--- config.mk ---
export PLATFORM = sky130hd
export DESIGN_NAME = krpm_keypad_row_pin_mux
export DESIGN_NICKNAME = d
export VERILOG_FILES = /design/src/common/krpm_pkg.sv /design/src/verilog/krpm_keypad_row_pin_mux.sv
export SDC_FILE = /design/constraint.sdc
export NUM_CORES = 1
export LEC_CHECK = 0
export ABC_CLOCK_PERIOD_IN_PS = 1750
export BUFFER_PORTS_ARGS = -buffer_cell sky130_fd_sc_hd__buf_2
export CORE_MARGIN = 5
export CORE_UTILIZATION = 31
export CTS_BUF_LIST = sky130_fd_sc_hd__clkbuf_16
export CTS_CLUSTER_DIAMETER = 80
export DETAILED_ROUTE_END_ITERATION = 7
export GPL_ROUTABILITY_DRIVEN = 0
export GPL_TIMING_DRIVEN = 1
export HOLD_SLACK_MARGIN = 0.05
export PLACE_DENSITY = 0.59
export SLEW_MARGIN = 20
export SYNTH_ARGS = -nofsm -noshare
export SYNTH_HDL_FRONTEND = slang
export SYNTH_SLANG_ARGS = --single-unit
--- constraint.sdc ---
create_clock -name mclk -period 1.75 [get_ports mclk]
set_input_delay 0.175 -clock mclk [delete_from_list [all_inputs] [get_ports mclk]]
set_output_delay 0.175 -clock mclk [all_outputs]
set_load 0.01 [all_outputs]
--- src/common/krpm_pkg.sv ---
// Purpose: Shared types and constants for the keypad row pin multiplexer.
// Assumes: One clock domain, mclk at 200 MHz.
// Notes: Function-select codes are plain inputs; there is no register bus.
package krpm_pkg;

	// ==========================================================
	// Function selection
	// ==========================================================
	typedef enum logic [1:0] {
		KRPM_FN_GPIO = 2'h0,
		KRPM_FN_ROW = 2'h1,
		KRPM_FN_CODEC = 2'h2
	} krpm_fn_t;

	localparam krpm_fn_t KRPM_FN_RESET = KRPM_FN_GPIO;

	// ==========================================================
	// Timing
	// ==========================================================
	localparam int KRPM_CLK_MHZ = 200;
	localparam logic [1:0] KRPM_DEBUG_PULSE_CYCLES = 2'h3;

	// ==========================================================
	// Pad carriers
	// ==========================================================
	typedef struct packed {
		logic din;
		logic dout;
		logic oe_n;
		logic pull_en;
	} krpm_pad_t;

	typedef struct packed {
		logic gp_out;
		logic gp_dir_out;
	} krpm_gpio_t;

endpackage

--- src/verilog/krpm_keypad_row_pin_mux.sv ---
// Purpose: Pin multiplexer for two keypad row-sense pads (pad A and pad B).
// Assumes: Pad inputs are asynchronous and pass two flip-flops; inner signals are on mclk.
// Notes: Pad output enables are active low; pulls are dropped whenever a pad drives.
// Functional notes
// - With set select low, each pad can feed a keypad row sense.
// - Pad A codec frame sync serves both directions sync, transmitter only async.
// - While pad A carries codec frame sync, primary frame-sync pad is disabled.
// - Pad A as general-purpose output drives port A carrier detect.
// - After reset both pads are general-purpose inputs.
// - With set select high, pad A is debug-event; external converter requests debug.
// - On debug entry, assert debug-event output for three clock cycles.
// - Debug-event pad is open drain: pulls low or releases.
// - While pad A is debug-event, primary debug-event pad is disabled.
// - Pad B codec bit clock serves both directions sync, transmitter only async.
// - While pad B carries codec bit clock, primary codec clock pad is disabled.
// - Pad B as general-purpose output drives port A ring indicator.
// - With set select high, pad B supplies test clock to the TAP controller.
// - While pad B supplies test clock, primary test-clock pad is disconnected.
// - A pad driven as output has its pull resistor disconnected.
`timescale 1ns/1ps
module krpm_keypad_row_pin_mux (
	input wire logic mclk,
	input wire logic rst,
	input wire logic pin_function_set_select,
	input wire logic [1:0] fn_sel_a,
	input wire logic [1:0] fn_sel_b,
	input wire krpm_pkg::krpm_gpio_t gpio_a,
	input wire krpm_pkg::krpm_gpio_t gpio_b,
	input wire logic pad_a_in,
	output logic pad_a_out,
	output logic pad_a_oe_n,
	output logic pad_a_pull_en,
	input wire logic pad_b_in,
	output logic pad_b_out,
	output logic pad_b_oe_n,
	output logic pad_b_pull_en,
	output logic keypad_row_sense_a,
	output logic keypad_row_sense_b,
	output logic general_purpose_input_a,
	output logic general_purpose_input_b,
	input wire logic codec_sync_mode,
	input wire logic codec_frame_sync_out,
	input wire logic codec_frame_sync_dir_out,
	output logic codec_frame_sync_alt_tx,
	output logic codec_frame_sync_alt_rx,
	output logic codec_primary_frame_sync_dis,
	input wire logic codec_bit_clock_out,
	input wire logic codec_bit_clock_dir_out,
	output logic codec_bit_clock_alt_tx,
	output logic codec_bit_clock_alt_rx,
	output logic codec_primary_bit_clock_dis,
	output logic port_a_carrier_detect,
	output logic port_a_ring_indicator,
	input wire logic debug_entry,
	output logic signal_processor_debug_event,
	output logic primary_debug_event_dis,
	output logic tap_test_clock,
	output logic primary_test_clock_dis
);

	// ==========================================================
	// Helpers
	// ==========================================================
	// An unknown select code falls back to GPIO.
	function automatic krpm_pkg::krpm_fn_t decode_fn(input logic [1:0] code);
		krpm_pkg::krpm_fn_t f;
		f = krpm_pkg::KRPM_FN_GPIO;
		if (code == 2'h1) begin
			f = krpm_pkg::KRPM_FN_ROW;
		end else if (code == 2'h2) begin
			f = krpm_pkg::KRPM_FN_CODEC;
		end
		return f;
	endfunction

	// ==========================================================
	// Pad input synchronisers
	// ==========================================================
	logic [1:0] sync1_reg;
	logic [1:0] sync2_reg;
	logic [1:0] sync1_next;
	logic [1:0] sync2_next;

	always_comb begin
		sync1_next = {pad_b_in, pad_a_in};
		sync2_next = sync1_reg;
	end

	always_ff @(posedge mclk or posedge rst) begin
		if (rst) begin
			sync1_reg <= 2'h3;
			sync2_reg <= 2'h3;
		end else begin
			sync1_reg <= sync1_next;
			sync2_reg <= sync2_next;
		end
	end

	logic pa_in;
	logic pb_in;
	assign pa_in = sync2_reg[0];
	assign pb_in = sync2_reg[1];

	// ==========================================================
	// Function selection
	// ==========================================================
	krpm_pkg::krpm_fn_t fn_a;
	krpm_pkg::krpm_fn_t fn_b;
	logic alt_set;
	assign fn_a = decode_fn(fn_sel_a);
	assign fn_b = decode_fn(fn_sel_b);
	assign alt_set = pin_function_set_select;

	logic a_row;
	logic a_codec;
	logic a_gpio;
	logic b_row;
	logic b_codec;
	logic b_gpio;
	assign a_row = !alt_set && (fn_a == krpm_pkg::KRPM_FN_ROW);
	assign a_codec = !alt_set && (fn_a == krpm_pkg::KRPM_FN_CODEC);
	assign a_gpio = !alt_set && (fn_a == krpm_pkg::KRPM_FN_GPIO);
	assign b_row = !alt_set && (fn_b == krpm_pkg::KRPM_FN_ROW);
	assign b_codec = !alt_set && (fn_b == krpm_pkg::KRPM_FN_CODEC);
	assign b_gpio = !alt_set && (fn_b == krpm_pkg::KRPM_FN_GPIO);

	// ==========================================================
	// Debug-event pulse
	// ==========================================================
	logic [1:0] dbg_cnt_reg;
	logic [1:0] dbg_cnt_next;
	logic dbg_entry_d_reg;
	logic dbg_entry_d_next;
	logic dbg_pulse;

	always_comb begin
		dbg_entry_d_next = debug_entry;
		dbg_cnt_next = dbg_cnt_reg;
		if (alt_set && debug_entry && !dbg_entry_d_reg) begin
			dbg_cnt_next = krpm_pkg::KRPM_DEBUG_PULSE_CYCLES;
		end else if (dbg_cnt_reg != 2'h0) begin
			dbg_cnt_next = dbg_cnt_reg - 2'h1;
		end
	end

	always_ff @(posedge mclk or posedge rst) begin
		if (rst) begin
			dbg_cnt_reg <= 2'h0;
			dbg_entry_d_reg <= 1'b0;
		end else begin
			dbg_cnt_reg <= dbg_cnt_next;
			dbg_entry_d_reg <= dbg_entry_d_next;
		end
	end

	assign dbg_pulse = alt_set && (dbg_cnt_reg != 2'h0);

	// ==========================================================
	// Pad drive
	// ==========================================================
	krpm_pkg::krpm_pad_t pa_reg;
	krpm_pkg::krpm_pad_t pa_next;
	krpm_pkg::krpm_pad_t pb_reg;
	krpm_pkg::krpm_pad_t pb_next;

	always_comb begin
		pa_next = '{din: 1'b0, dout: 1'b0, oe_n: 1'b1, pull_en: 1'b1};
		if (alt_set) begin
			pa_next.dout = 1'b0;
			pa_next.oe_n = !dbg_pulse;
		end else if (a_codec && codec_frame_sync_dir_out) begin
			pa_next.dout = codec_frame_sync_out;
			pa_next.oe_n = 1'b0;
		end else if (a_gpio && gpio_a.gp_dir_out) begin
			pa_next.dout = gpio_a.gp_out;
			pa_next.oe_n = 1'b0;
		end
		pa_next.pull_en = pa_next.oe_n;
		pb_next = '{din: 1'b0, dout: 1'b0, oe_n: 1'b1, pull_en: 1'b1};
		if (b_codec && codec_bit_clock_dir_out) begin
			pb_next.dout = codec_bit_clock_out;
			pb_next.oe_n = 1'b0;
		end else if (b_gpio && gpio_b.gp_dir_out) begin
			pb_next.dout = gpio_b.gp_out;
			pb_next.oe_n = 1'b0;
		end
		pb_next.pull_en = pb_next.oe_n;
	end

	always_ff @(posedge mclk or posedge rst) begin
		if (rst) begin
			pa_reg <= '{din: 1'b0, dout: 1'b0, oe_n: 1'b1, pull_en: 1'b1};
			pb_reg <= '{din: 1'b0, dout: 1'b0, oe_n: 1'b1, pull_en: 1'b1};
		end else begin
			pa_reg <= pa_next;
			pb_reg <= pb_next;
		end
	end

	assign pad_a_out = pa_reg.dout;
	assign pad_a_oe_n = pa_reg.oe_n;
	assign pad_a_pull_en = pa_reg.pull_en;
	assign pad_b_out = pb_reg.dout;
	assign pad_b_oe_n = pb_reg.oe_n;
	assign pad_b_pull_en = pb_reg.pull_en;

	// ==========================================================
	// Inward routing to the keypad and GPIO
	// ==========================================================
	// Inactive row senses read high, as an idle pulled-up row.
	// This keeps the keypad scanner from seeing a phantom key on a pad lent elsewhere.
	always_comb begin
		keypad_row_sense_a = 1'b1;
		keypad_row_sense_b = 1'b1;
		general_purpose_input_a = 1'b0;
		general_purpose_input_b = 1'b0;
		if (a_row) begin
			keypad_row_sense_a = pa_in;
		end
		if (b_row) begin
			keypad_row_sense_b = pb_in;
		end
		if (a_gpio) begin
			general_purpose_input_a = pa_in;
		end
		if (b_gpio) begin
			general_purpose_input_b = pb_in;
		end
	end

	// ==========================================================
	// Inward routing to the audio codec
	// ==========================================================
	// Receiver paths get the alternate pad only in synchronous mode.
	// In asynchronous mode the receiver keeps its own timing source.
	always_comb begin
		codec_frame_sync_alt_tx = 1'b0;
		codec_frame_sync_alt_rx = 1'b0;
		codec_bit_clock_alt_tx = 1'b0;
		codec_bit_clock_alt_rx = 1'b0;
		if (a_codec) begin
			codec_frame_sync_alt_tx = pa_in;
			if (codec_sync_mode) begin
				codec_frame_sync_alt_rx = pa_in;
			end
		end
		if (b_codec) begin
			codec_bit_clock_alt_tx = pb_in;
			if (codec_sync_mode) begin
				codec_bit_clock_alt_rx = pb_in;
			end
		end
	end

	// The primary codec pads are shut off so two pads never fight for one signal.
	always_comb begin
		codec_primary_frame_sync_dis = 1'b0;
		codec_primary_bit_clock_dis = 1'b0;
		if (a_codec) begin
			codec_primary_frame_sync_dis = 1'b1;
		end
		if (b_codec) begin
			codec_primary_bit_clock_dis = 1'b1;
		end
	end

	// ==========================================================
	// Modem status lines
	// ==========================================================
	// The status lines follow the level that software drives onto the pad.
	always_comb begin
		port_a_carrier_detect = 1'b0;
		port_a_ring_indicator = 1'b0;
		if (a_gpio && gpio_a.gp_dir_out) begin
			port_a_carrier_detect = gpio_a.gp_out;
		end
		if (b_gpio && gpio_b.gp_dir_out) begin
			port_a_ring_indicator = gpio_b.gp_out;
		end
	end

	// ==========================================================
	// Debug and test-clock routing
	// ==========================================================
	// Debug request is active low; idle reads high.
	// The test clock idles high so the TAP controller sees no stray edge.
	always_comb begin
		signal_processor_debug_event = 1'b1;
		primary_debug_event_dis = 1'b0;
		tap_test_clock = 1'b1;
		primary_test_clock_dis = 1'b0;
		if (alt_set) begin
			signal_processor_debug_event = pa_in;
			primary_debug_event_dis = 1'b1;
			tap_test_clock = pb_in;
			primary_test_clock_dis = 1'b1;
		end
	end

endmodule

### Yosys cells after proc, flatten, opt, wreduce, memory -nomap -nowiden

Index checks and enable logic that the tools add are counted.
Widths: inputs -> output; s select.

| word-level totals | value |
|---|---|
| register bits | 11 |

| cells by class | value |
|---|---|
| eq/ne operators | 8 |
| multiplexer cells | 28 |
| reduce and logical (&&, ||, !) cells | 20 |
| $add $sub $neg | 1 |

Operators with widths:

| operator | count |
|---|---|
| $mux 2 | 11 |
| $mux 1 | 17 |
| $logic_and 1x1->1 | 13 |
| $eq 2x1->1 const B | 4 |
| $eq 2x2->1 const B | 4 |
| $logic_not 2->1 | 2 |
| $reduce_bool 2->1 | 2 |
| $logic_not 1->1 | 3 |
| $sub 2x1->2 const B | 1 |

### Longest topological paths before layout

Gate-level depths: netlist (run 1).

| depth | value |
|---|---|
| word-level depth | 9 |
| mapped depth | 4 |

### Least setup slack after synthesis (run 1)

OpenSTA, ideal clock, no wires.

| path | value |
|---|---|
| kind | input to register |
| from | in fn_sel_b[0] |
| to | reg pb_reg, in the netlist pad_b_out |
| setup time | 0.125 ns |
| arrival | 0.998 ns |
| stages on the path | 4 |
| data required time | 1.625 ns |
| path slack | 0.626 ns |
| cell sequence | inv_1 -> ha_1 -> and4b_1 -> mux2_4 |

RTL lines:

| element | line | text |
|---|---|---|
| start, declared | krpm_keypad_row_pin_mux.sv:26 | `input wire logic [1:0] fn_sel_b,` |
| end signal, assigned | krpm_keypad_row_pin_mux.sv:193 | `pb_reg <= '{din: 1'b0, dout: 1'b0, oe_n: 1'b1, pull_en: 1'b1};` |
| end signal, assigned | krpm_keypad_row_pin_mux.sv:196 | `pb_reg <= pb_next;` |
| end, declared | krpm_keypad_row_pin_mux.sv:163 | `krpm_pkg::krpm_pad_t pb_reg;` |

### Worst setup path in the final report (run 1)

| path | value |
|---|---|
| from | reg sync2_reg[1] |
| to | out keypad_row_sense_b |

| on the way | value |
|---|---|
| word-level cells in the longest chain between the ends | 1 |

Ends and longest elaborated chain:

| element | line | text |
|---|---|---|
| start, declared | krpm_keypad_row_pin_mux.sv:80 | `logic [1:0] sync2_reg;` |
| start signal, assigned | krpm_keypad_row_pin_mux.sv:95 | `sync2_reg <= sync2_next;` |
| $mux 1 | krpm_keypad_row_pin_mux.sv:220 | `if (b_row) begin` |
| end, declared | krpm_keypad_row_pin_mux.sv:38 | `output logic keypad_row_sense_b,` |

Every way passes these cells.

==> qor.csv, run 1 <==
stage,metric,value,unit
outcome,outcome,finished clean,
cells_and_area,Finished Core Util,47.9,%
global_routing,first-pass GRT wire length,2260,µm
power_and_ir_drop,sequential share of power,34.7,%
routing,final wirelength,1420,µm
timing,max_slew headroom,73.6,%
timing,RSZ-0062 raised after global routing,false,
global_routing,Total Routing Usage GR,10.9,%
cells_and_area,Layout area overhead,48.9,%
power_and_ir_drop,Psw,227,µW
cts,Bufs on Longest Clock Path,2,
routing,drc violations,0,
cts,H-Tree Depth,1,
yosys,syn avg cell area,10.8,µm²
placed_design,# placed instances,120,
die,core area,1940,µm²
cells_and_area,Antenna diodes,0,
yosys,Yosys top cell by area,dfstp_2,
global_routing,grt ovf,0,
yosys,Simple-Gate Fraction of Synth Area,23.6,%
timing,Final Skew,0.000183,ns
timing,worst-margin pin slew,0.395,ns
yosys,"count leader, synth",inv_1,
critical_path,CP required,1.57,ns
timing,final hold violation count,0,
cts,Clock transition at path regs,0.04,ns
cts,hold_buf cts,3,
power_and_ir_drop,VDD IR max,881,µV
timing,Final Cycle Share,72.1,%
die,die height,54.9,µm
die,Top Ports,41,
yosys,Mapped Cells,58,
critical_path,CP arrival,1.09,ns
cts,clock root buffer,clkbuf_16,
min_path,hold crit path type,in -> reg,
critical_path,Crit Path Max Fanout,5,
yosys,post-synthesis adder-cell area fraction,10.0,%
yosys,Post-Syn Area,624,µm²
routing,DR vias/cell,4.25,
yosys,Seq cells post-synth,11,
placed_design,PortBufs,40,
critical_path,element type at the critical path end,output pin,
cells_and_area,fin nets,125,
yosys,mux share of post-synthesis cell area,4.81,%
cells_and_area,fraction of layout cells with a size suffix above 1,52.0,%
power_and_ir_drop,Net Sw Frac,24.2,%
yosys,synth top area cells,"dfstp_2 25%, dfrtp_1 20%, ha_1 10%",
cells_and_area,Layout Cells excl Fill,127,
routing,Iteration-0 DRC Markers,5,
routing,Final ANT Viol Nets,0,
timing,f_max,793,MHz
routing,via count,540,
yosys,post-synthesis sequential area ratio,45.3,%
routing,Routed WL per cell,11.1,µm
power_and_ir_drop,Static Leak,0.531,nW
power_and_ir_drop,PwrDens,1010,nW/µm²
die,die area,3010,µm²
cts,Resized Gates After CTS,0,
global_routing,number of global-route vias before repair,569,
yosys,ys async rst share,100,%
die,Initial Util,32.2,%
critical_path,"setup slack, reg-to-reg",0.73,ns
power_and_ir_drop,Clk pwr share,42.9,%
timing,Post-Route Setup TNS,0,ns
die,row cnt,16,
die,Die Wd,54.9,µm
cells_and_area,Fillers,200,
global_routing,initial antenna violation count,0,
cts,Worst-Skew Late Latency,0.23,ns
routing,Detailed Routing Iterations Pass 1,3,
global_routing,largest net degree at the start of global routing,19,
timing,final setup vio count,0,
yosys,Post-Synth XOR/XNOR Area,1.40,%
yosys,Synth top area share,25.3,%
yosys,Netlist cell types,22,
cts,clock sink total,11,
yosys,Syn Nets,82,
critical_path,Startpoint Class,flip-flop,
power_and_ir_drop,Pint,708,µW
cts,postcts setup bufs,0,
yosys,largest family of logic cells by synthesized area,simple AND/OR/NAND/NOR gates,
yosys,most used flip-flop cell after synthesis,dfstp_2,
cts,total CTS buffers,3,
timing,Pins Over Slew Limit,0,
timing,post-layout min period,1.26,ns
yosys,leading post-synthesis cells by instance count,"7 x inv_1, 6 x dfstp_2, 5 x buf_4, 5 x dfrtp_1, 5 x ha_1",
yosys,Yosys warning count,0,
cts,CTS tree,done,
flow_run,Max-Cap Viols,0,
yosys,number of synthesized flops with an enable pin,0,
placed_design,Final HPWL DP,1150,µm
yosys,Synth Area in Compound Gates,4.61,%
power_and_ir_drop,Comb pwr share,22.4,%
critical_path,worst setup path class,reg -> out,
## worst max-delay path, cell delays in order, from the launching register on
cell     delay [ns]
dfstp_2        0.38
or3b_1         0.33
buf_2          0.14
## power by group through the flow
stage / Clock [mW] / Sequential [mW] / Combinational (mW)
6_report: 0.401 / 0.325 / 0.209
3_3_place_gp: 0 / 0.326 / 0.197
2_1_floorplan: 0 / 0.328 / 0.139
3_5_place_dp: 0 / 0.327 / 0.211
4_1_cts: 0.408 / 0.324 / 0.217
5_1_grt: 0.427 / 0.329 / 0.233
## final timing paths
path	startpoint	to	cells past startpoint
min	debug_entry	dbg_entry_d_reg$_DFF_PP0_	1
min in group asynchronous	rst	dbg_cnt_reg[0]$_DFFE_PP0P_	3
min reg2reg	sync1_reg[0]$_DFF_PP1_	sync2_reg[0]$_DFF_PP1_	0
max reg2reg	dbg_cnt_reg[1]$_DFFE_PP0P_	dbg_cnt_reg[0]$_DFFE_PP0P_	4
max	sync2_reg[1]$_DFF_PP1_	keypad_row_sense_b	2
max in group asynchronous	rst	pad_b_pull_en$_DFF_PP1_	3
## kinds of logic (layout without fill, tap and decap cells)
| logic type | Yosys count | in the layout |
|---|---|---|
| xor+xnor | 1 | 1 |
| mux | 2 | 2 |
| fa+ha+maj | 5 | 5 |
| simple gates | 23 | 23 |
| buf+inv | 12 | 54 |
| flops | 11 | 11 |
| compound gates | 4 | 4 |
## through the flow
step	instance area (µm²)	worst slack, ns	hold slack (ns)	power [mW]
floorplan	624	0.626	0.0231	0.468
global placement	821	0.538	0.178	0.523
detailed placement	821	0.522	0.182	0.538
CTS	930	0.476	0.0594	0.950
global route	930	0.446	0.0592	0.989
finish	930	0.488	0.0624	0.935
## layout by cell type, fill, tap and decap left out
master	count
a21o_1	1
a221oi_1	1
a22oi_1	1
and2_1	2
and3_1	2
and3b_1	1
and4b_1	2
buf_2	40
clkbuf_16	3
dfrtp_1	5
dfstp_2	6
dlygate4sd3_1	3
ha_1	5
inv_1	8
mux2_4	2
nand2_1	3
nand2b_1	2
nand3b_1	3
nor2_1	2
nor2b_1	4
o21ai_0	1
or2_2	1
or3b_1	1
xor2_1	1
## routing by layer
layer | wire (µm) | up-vias | global-route usage, %
li1 | - | 271 | -
met1 | 512 | 241 | 9.75
met2 | 704 | 26 | 19.9
met3 | 189 | 2 | 5.45
met4 | 9 | 0 | 4.98
met5 | 0 | - | 0
## cell type report
cell class	count	area, µm²	area share, %
inverters	7	26.3	2.83
clock buffers	3	75.1	8.08
multi-input cells	35	278	29.9
well taps	27	33.8	3.63
clock inverters	1	3.75	0.404
repair buffers	43	230	24.8
flip-flops and latches	11	283	30.4
Power figures use the tool's default switching activity.
==> run 2, diff against run 1 <==
ABC_CLOCK_PERIOD_IN_PS = 1110   (was 1750)
PLACE_DENSITY = 0.61   (was 0.59)
clock period = 1.11 ns   (was 1.75 ns; I/O delays follow)
==> run 2 against run 1 <==
Effect of this change:
- the run now ends with negative setup slack left
- global-route usage up 0.47 points
- combinational power up 81%
- worst hold slack better by 0.052 ns
- critical endpoint unchanged
- largest power group unchanged
==> qor.csv, run 2 (synthesis gave the netlist of run 1 again) <==
stage,metric,value,unit
outcome,outcome,"complete, but fails checks",
outcome,failing checks,negative setup slack,
cts,CTS tree,done,
global_routing,first-pass GRT wire length,2420,µm
critical_path,critical path's top delay family,flip-flops,
critical_path,worst setup path class,reg -> out,
cells_and_area,Antenna diodes,0,
placed_design,PortBufs,40,
timing,RSZ-0062 raised after global routing,true,
placed_design,Final HPWL DP,1220,µm
power_and_ir_drop,VDD IR max,1690,µV
critical_path,element type at the critical path end,output pin,
global_routing,Total Routing Usage GR,11.3,%
global_routing,met2 Usage GRT,19.9,%
critical_path,"setup slack, reg-to-reg",0.09,ns
cts,Clock transition at path regs,0.04,ns
flow_run,Max-Cap Viols,0,
cells_and_area,fin nets,130,
critical_path,CP bufs+invs,1,
cells_and_area,"leading cell type in the layout, fill and taps excluded",buf_2,
timing,final hold violation count,0,
cts,Bufs on Longest Clock Path,2,
die,Top Ports,41,
global_routing,GRT met1 Usage,11.8,%
cells_and_area,Fillers,190,
routing,Final ANT Viol Nets,0,
cells_and_area,area occupied by multi-input gates,285,µm²
routing,final wirelength,1480,µm
routing,drc violations,0,
die,row cnt,16,
timing,post-route setup slack,-0.0821,ns
cts,clock root buffer,clkbuf_16,
timing,f_max,839,MHz
global_routing,grt ovf,0,
critical_path,Crit Path Max Fanout,5,
die,die height,54.9,µm
global_routing,number of global-route vias before repair,588,
timing,Final Skew,0.00178,ns
cts,clock sink total,11,
cells_and_area,Seq. cell area,283,µm²
cells_and_area,fraction of layout cells with a size suffix above 1,54.3,%
die,Die Wd,54.9,µm
timing,post-layout min period,1.19,ns
power_and_ir_drop,Static Leak,0.563,nW
die,Initial Util,32.2,%
timing,Pins Over Slew Limit,0,
timing,final setup vio count,10,
cells_and_area,Finished Core Util,50.6,%
critical_path,Startpoint Class,flip-flop,
cells_and_area,Layout area overhead,57.5,%
routing,Detailed Routing Iterations Pass 1,4,
routing,Iteration-0 DRC Markers,5,
critical_path,CP max stage cell,dfstp_2,
cells_and_area,most frequent cells in the layout,"39 x buf_2, 8 x inv_1, 6 x dfstp_2, 5 x ha_1, 5 x dfrtp_1",
critical_path,crit path cell chain,or3b_1 > buf_2,
routing,Routed WL per cell,11.2,µm
min_path,hold crit path type,in -> reg,
critical_path,CP arrival,1.08,ns
global_routing,initial antenna violation count,0,
routing,via count,560,
placed_design,pre-CTS worst setup slack,-0.0468,ns
critical_path,Max stage delay on crit path,0.38,ns
timing,Final Cycle Share,107,%
global_routing,largest net degree at the start of global routing,16,
timing,worst-margin pin slew,0.400,ns
routing,DR vias/cell,4.24,
global_routing,GRT busiest layer,met2,
power_and_ir_drop,PwrDens,1540,nW/µm²
timing,Post-Route Setup TNS,-0.383,ns
die,core area,1940,µm²
cts,Worst-Skew Late Latency,0.23,ns
cts,H-Tree Depth,1,
global_routing,grt met3 use,6.81,%
timing,max_slew headroom,73.3,%
die,die area,3010,µm²
critical_path,CP required,1.00,ns
cts,total CTS buffers,3,
run 2: cell count changes in the layout (fill, tap and decap cells not counted), sizes merged:
cell | before | now
buf | 40 | 44
dlygate4sd3 | 3 | 4
run 2: cell type report:
type	instances	share of cell area, %
timing repair buffer	48	28.1
clock buffer	3	7.63
tap	27	3.44
sequential	11	28.8
clock inverter	1	0.382
inverter	7	2.67
multi-input combinational	35	29.0
run 2: routing by layer:
layer | vias to the layer above | share of wire, %
li1 | 280 | -
met1 | 255 | 39
met2 | 25 | 50
met3 | 0 | 11
met4 | 0 | 0
met5 | - | 0
run 2: power breakdown:
group | internal [mW] | total, mW | switching (mW)
registers | 0.479 | 0.511 | 0.0314
clock network | 0.471 | 0.628 | 0.157
logic | 0.202 | 0.379 | 0.178
total | 1.15 | 1.52 | 0.366
run 2: path summary, 6_finish.rpt:
| path | cells after the start | startpoint | to |
|---|---|---|---|
| hold / removal | 2 | codec_frame_sync_out | pad_a_out$_DFF_PP0_ |
| hold reg to reg | 0 | sync1_reg[1]$_DFF_PP1_ | sync2_reg[1]$_DFF_PP1_ |
| setup reg to reg | 4 | dbg_cnt_reg[0]$_DFFE_PP0P_ | dbg_cnt_reg[1]$_DFFE_PP0P_ |
| max in group asynchronous | 3 | rst | pad_b_pull_en$_DFF_PP1_ |
| min in group asynchronous | 3 | rst | dbg_entry_d_reg$_DFF_PP0_ |
| setup / recovery | 2 | sync2_reg[1]$_DFF_PP1_ | keypad_row_sense_b |
run 2: timing repair:
item / 4_1_cts / 5_1_grt
resized for setup: 2 / 0
pin swaps: 3 / 3
hold buffers: 4 / 0
setup buffers: 0 / 1
setup endpoints to repair: 10 / 12
endpoints found under the hold margin: 8 / 0
run 2: worst register-to-register path, stage by stage (launching register included):
cell	delay (ns)
dfrtp_1	0.35
inv_1	0.05
ha_1	0.27
nor2b_1	0.12
o21ai_0	0.15
run 2: per-stage QoR:
| step | std cells | hold WS [ns] | instance area, µm² | power, mW |
|---|---|---|---|---|
| after detailed placement | 123 | 0.117 | 843 | 0.855 |
| after floorplan | 58 | -0.0409 | 624 | 0.737 |
| after global placement | 123 | 0.112 | 843 | 0.834 |
| final | 132 | 0.115 | 983 | 1.52 |
| after CTS | 131 | 0.113 | 976 | 1.52 |
| after global routing | 132 | 0.120 | 983 | 1.62 |
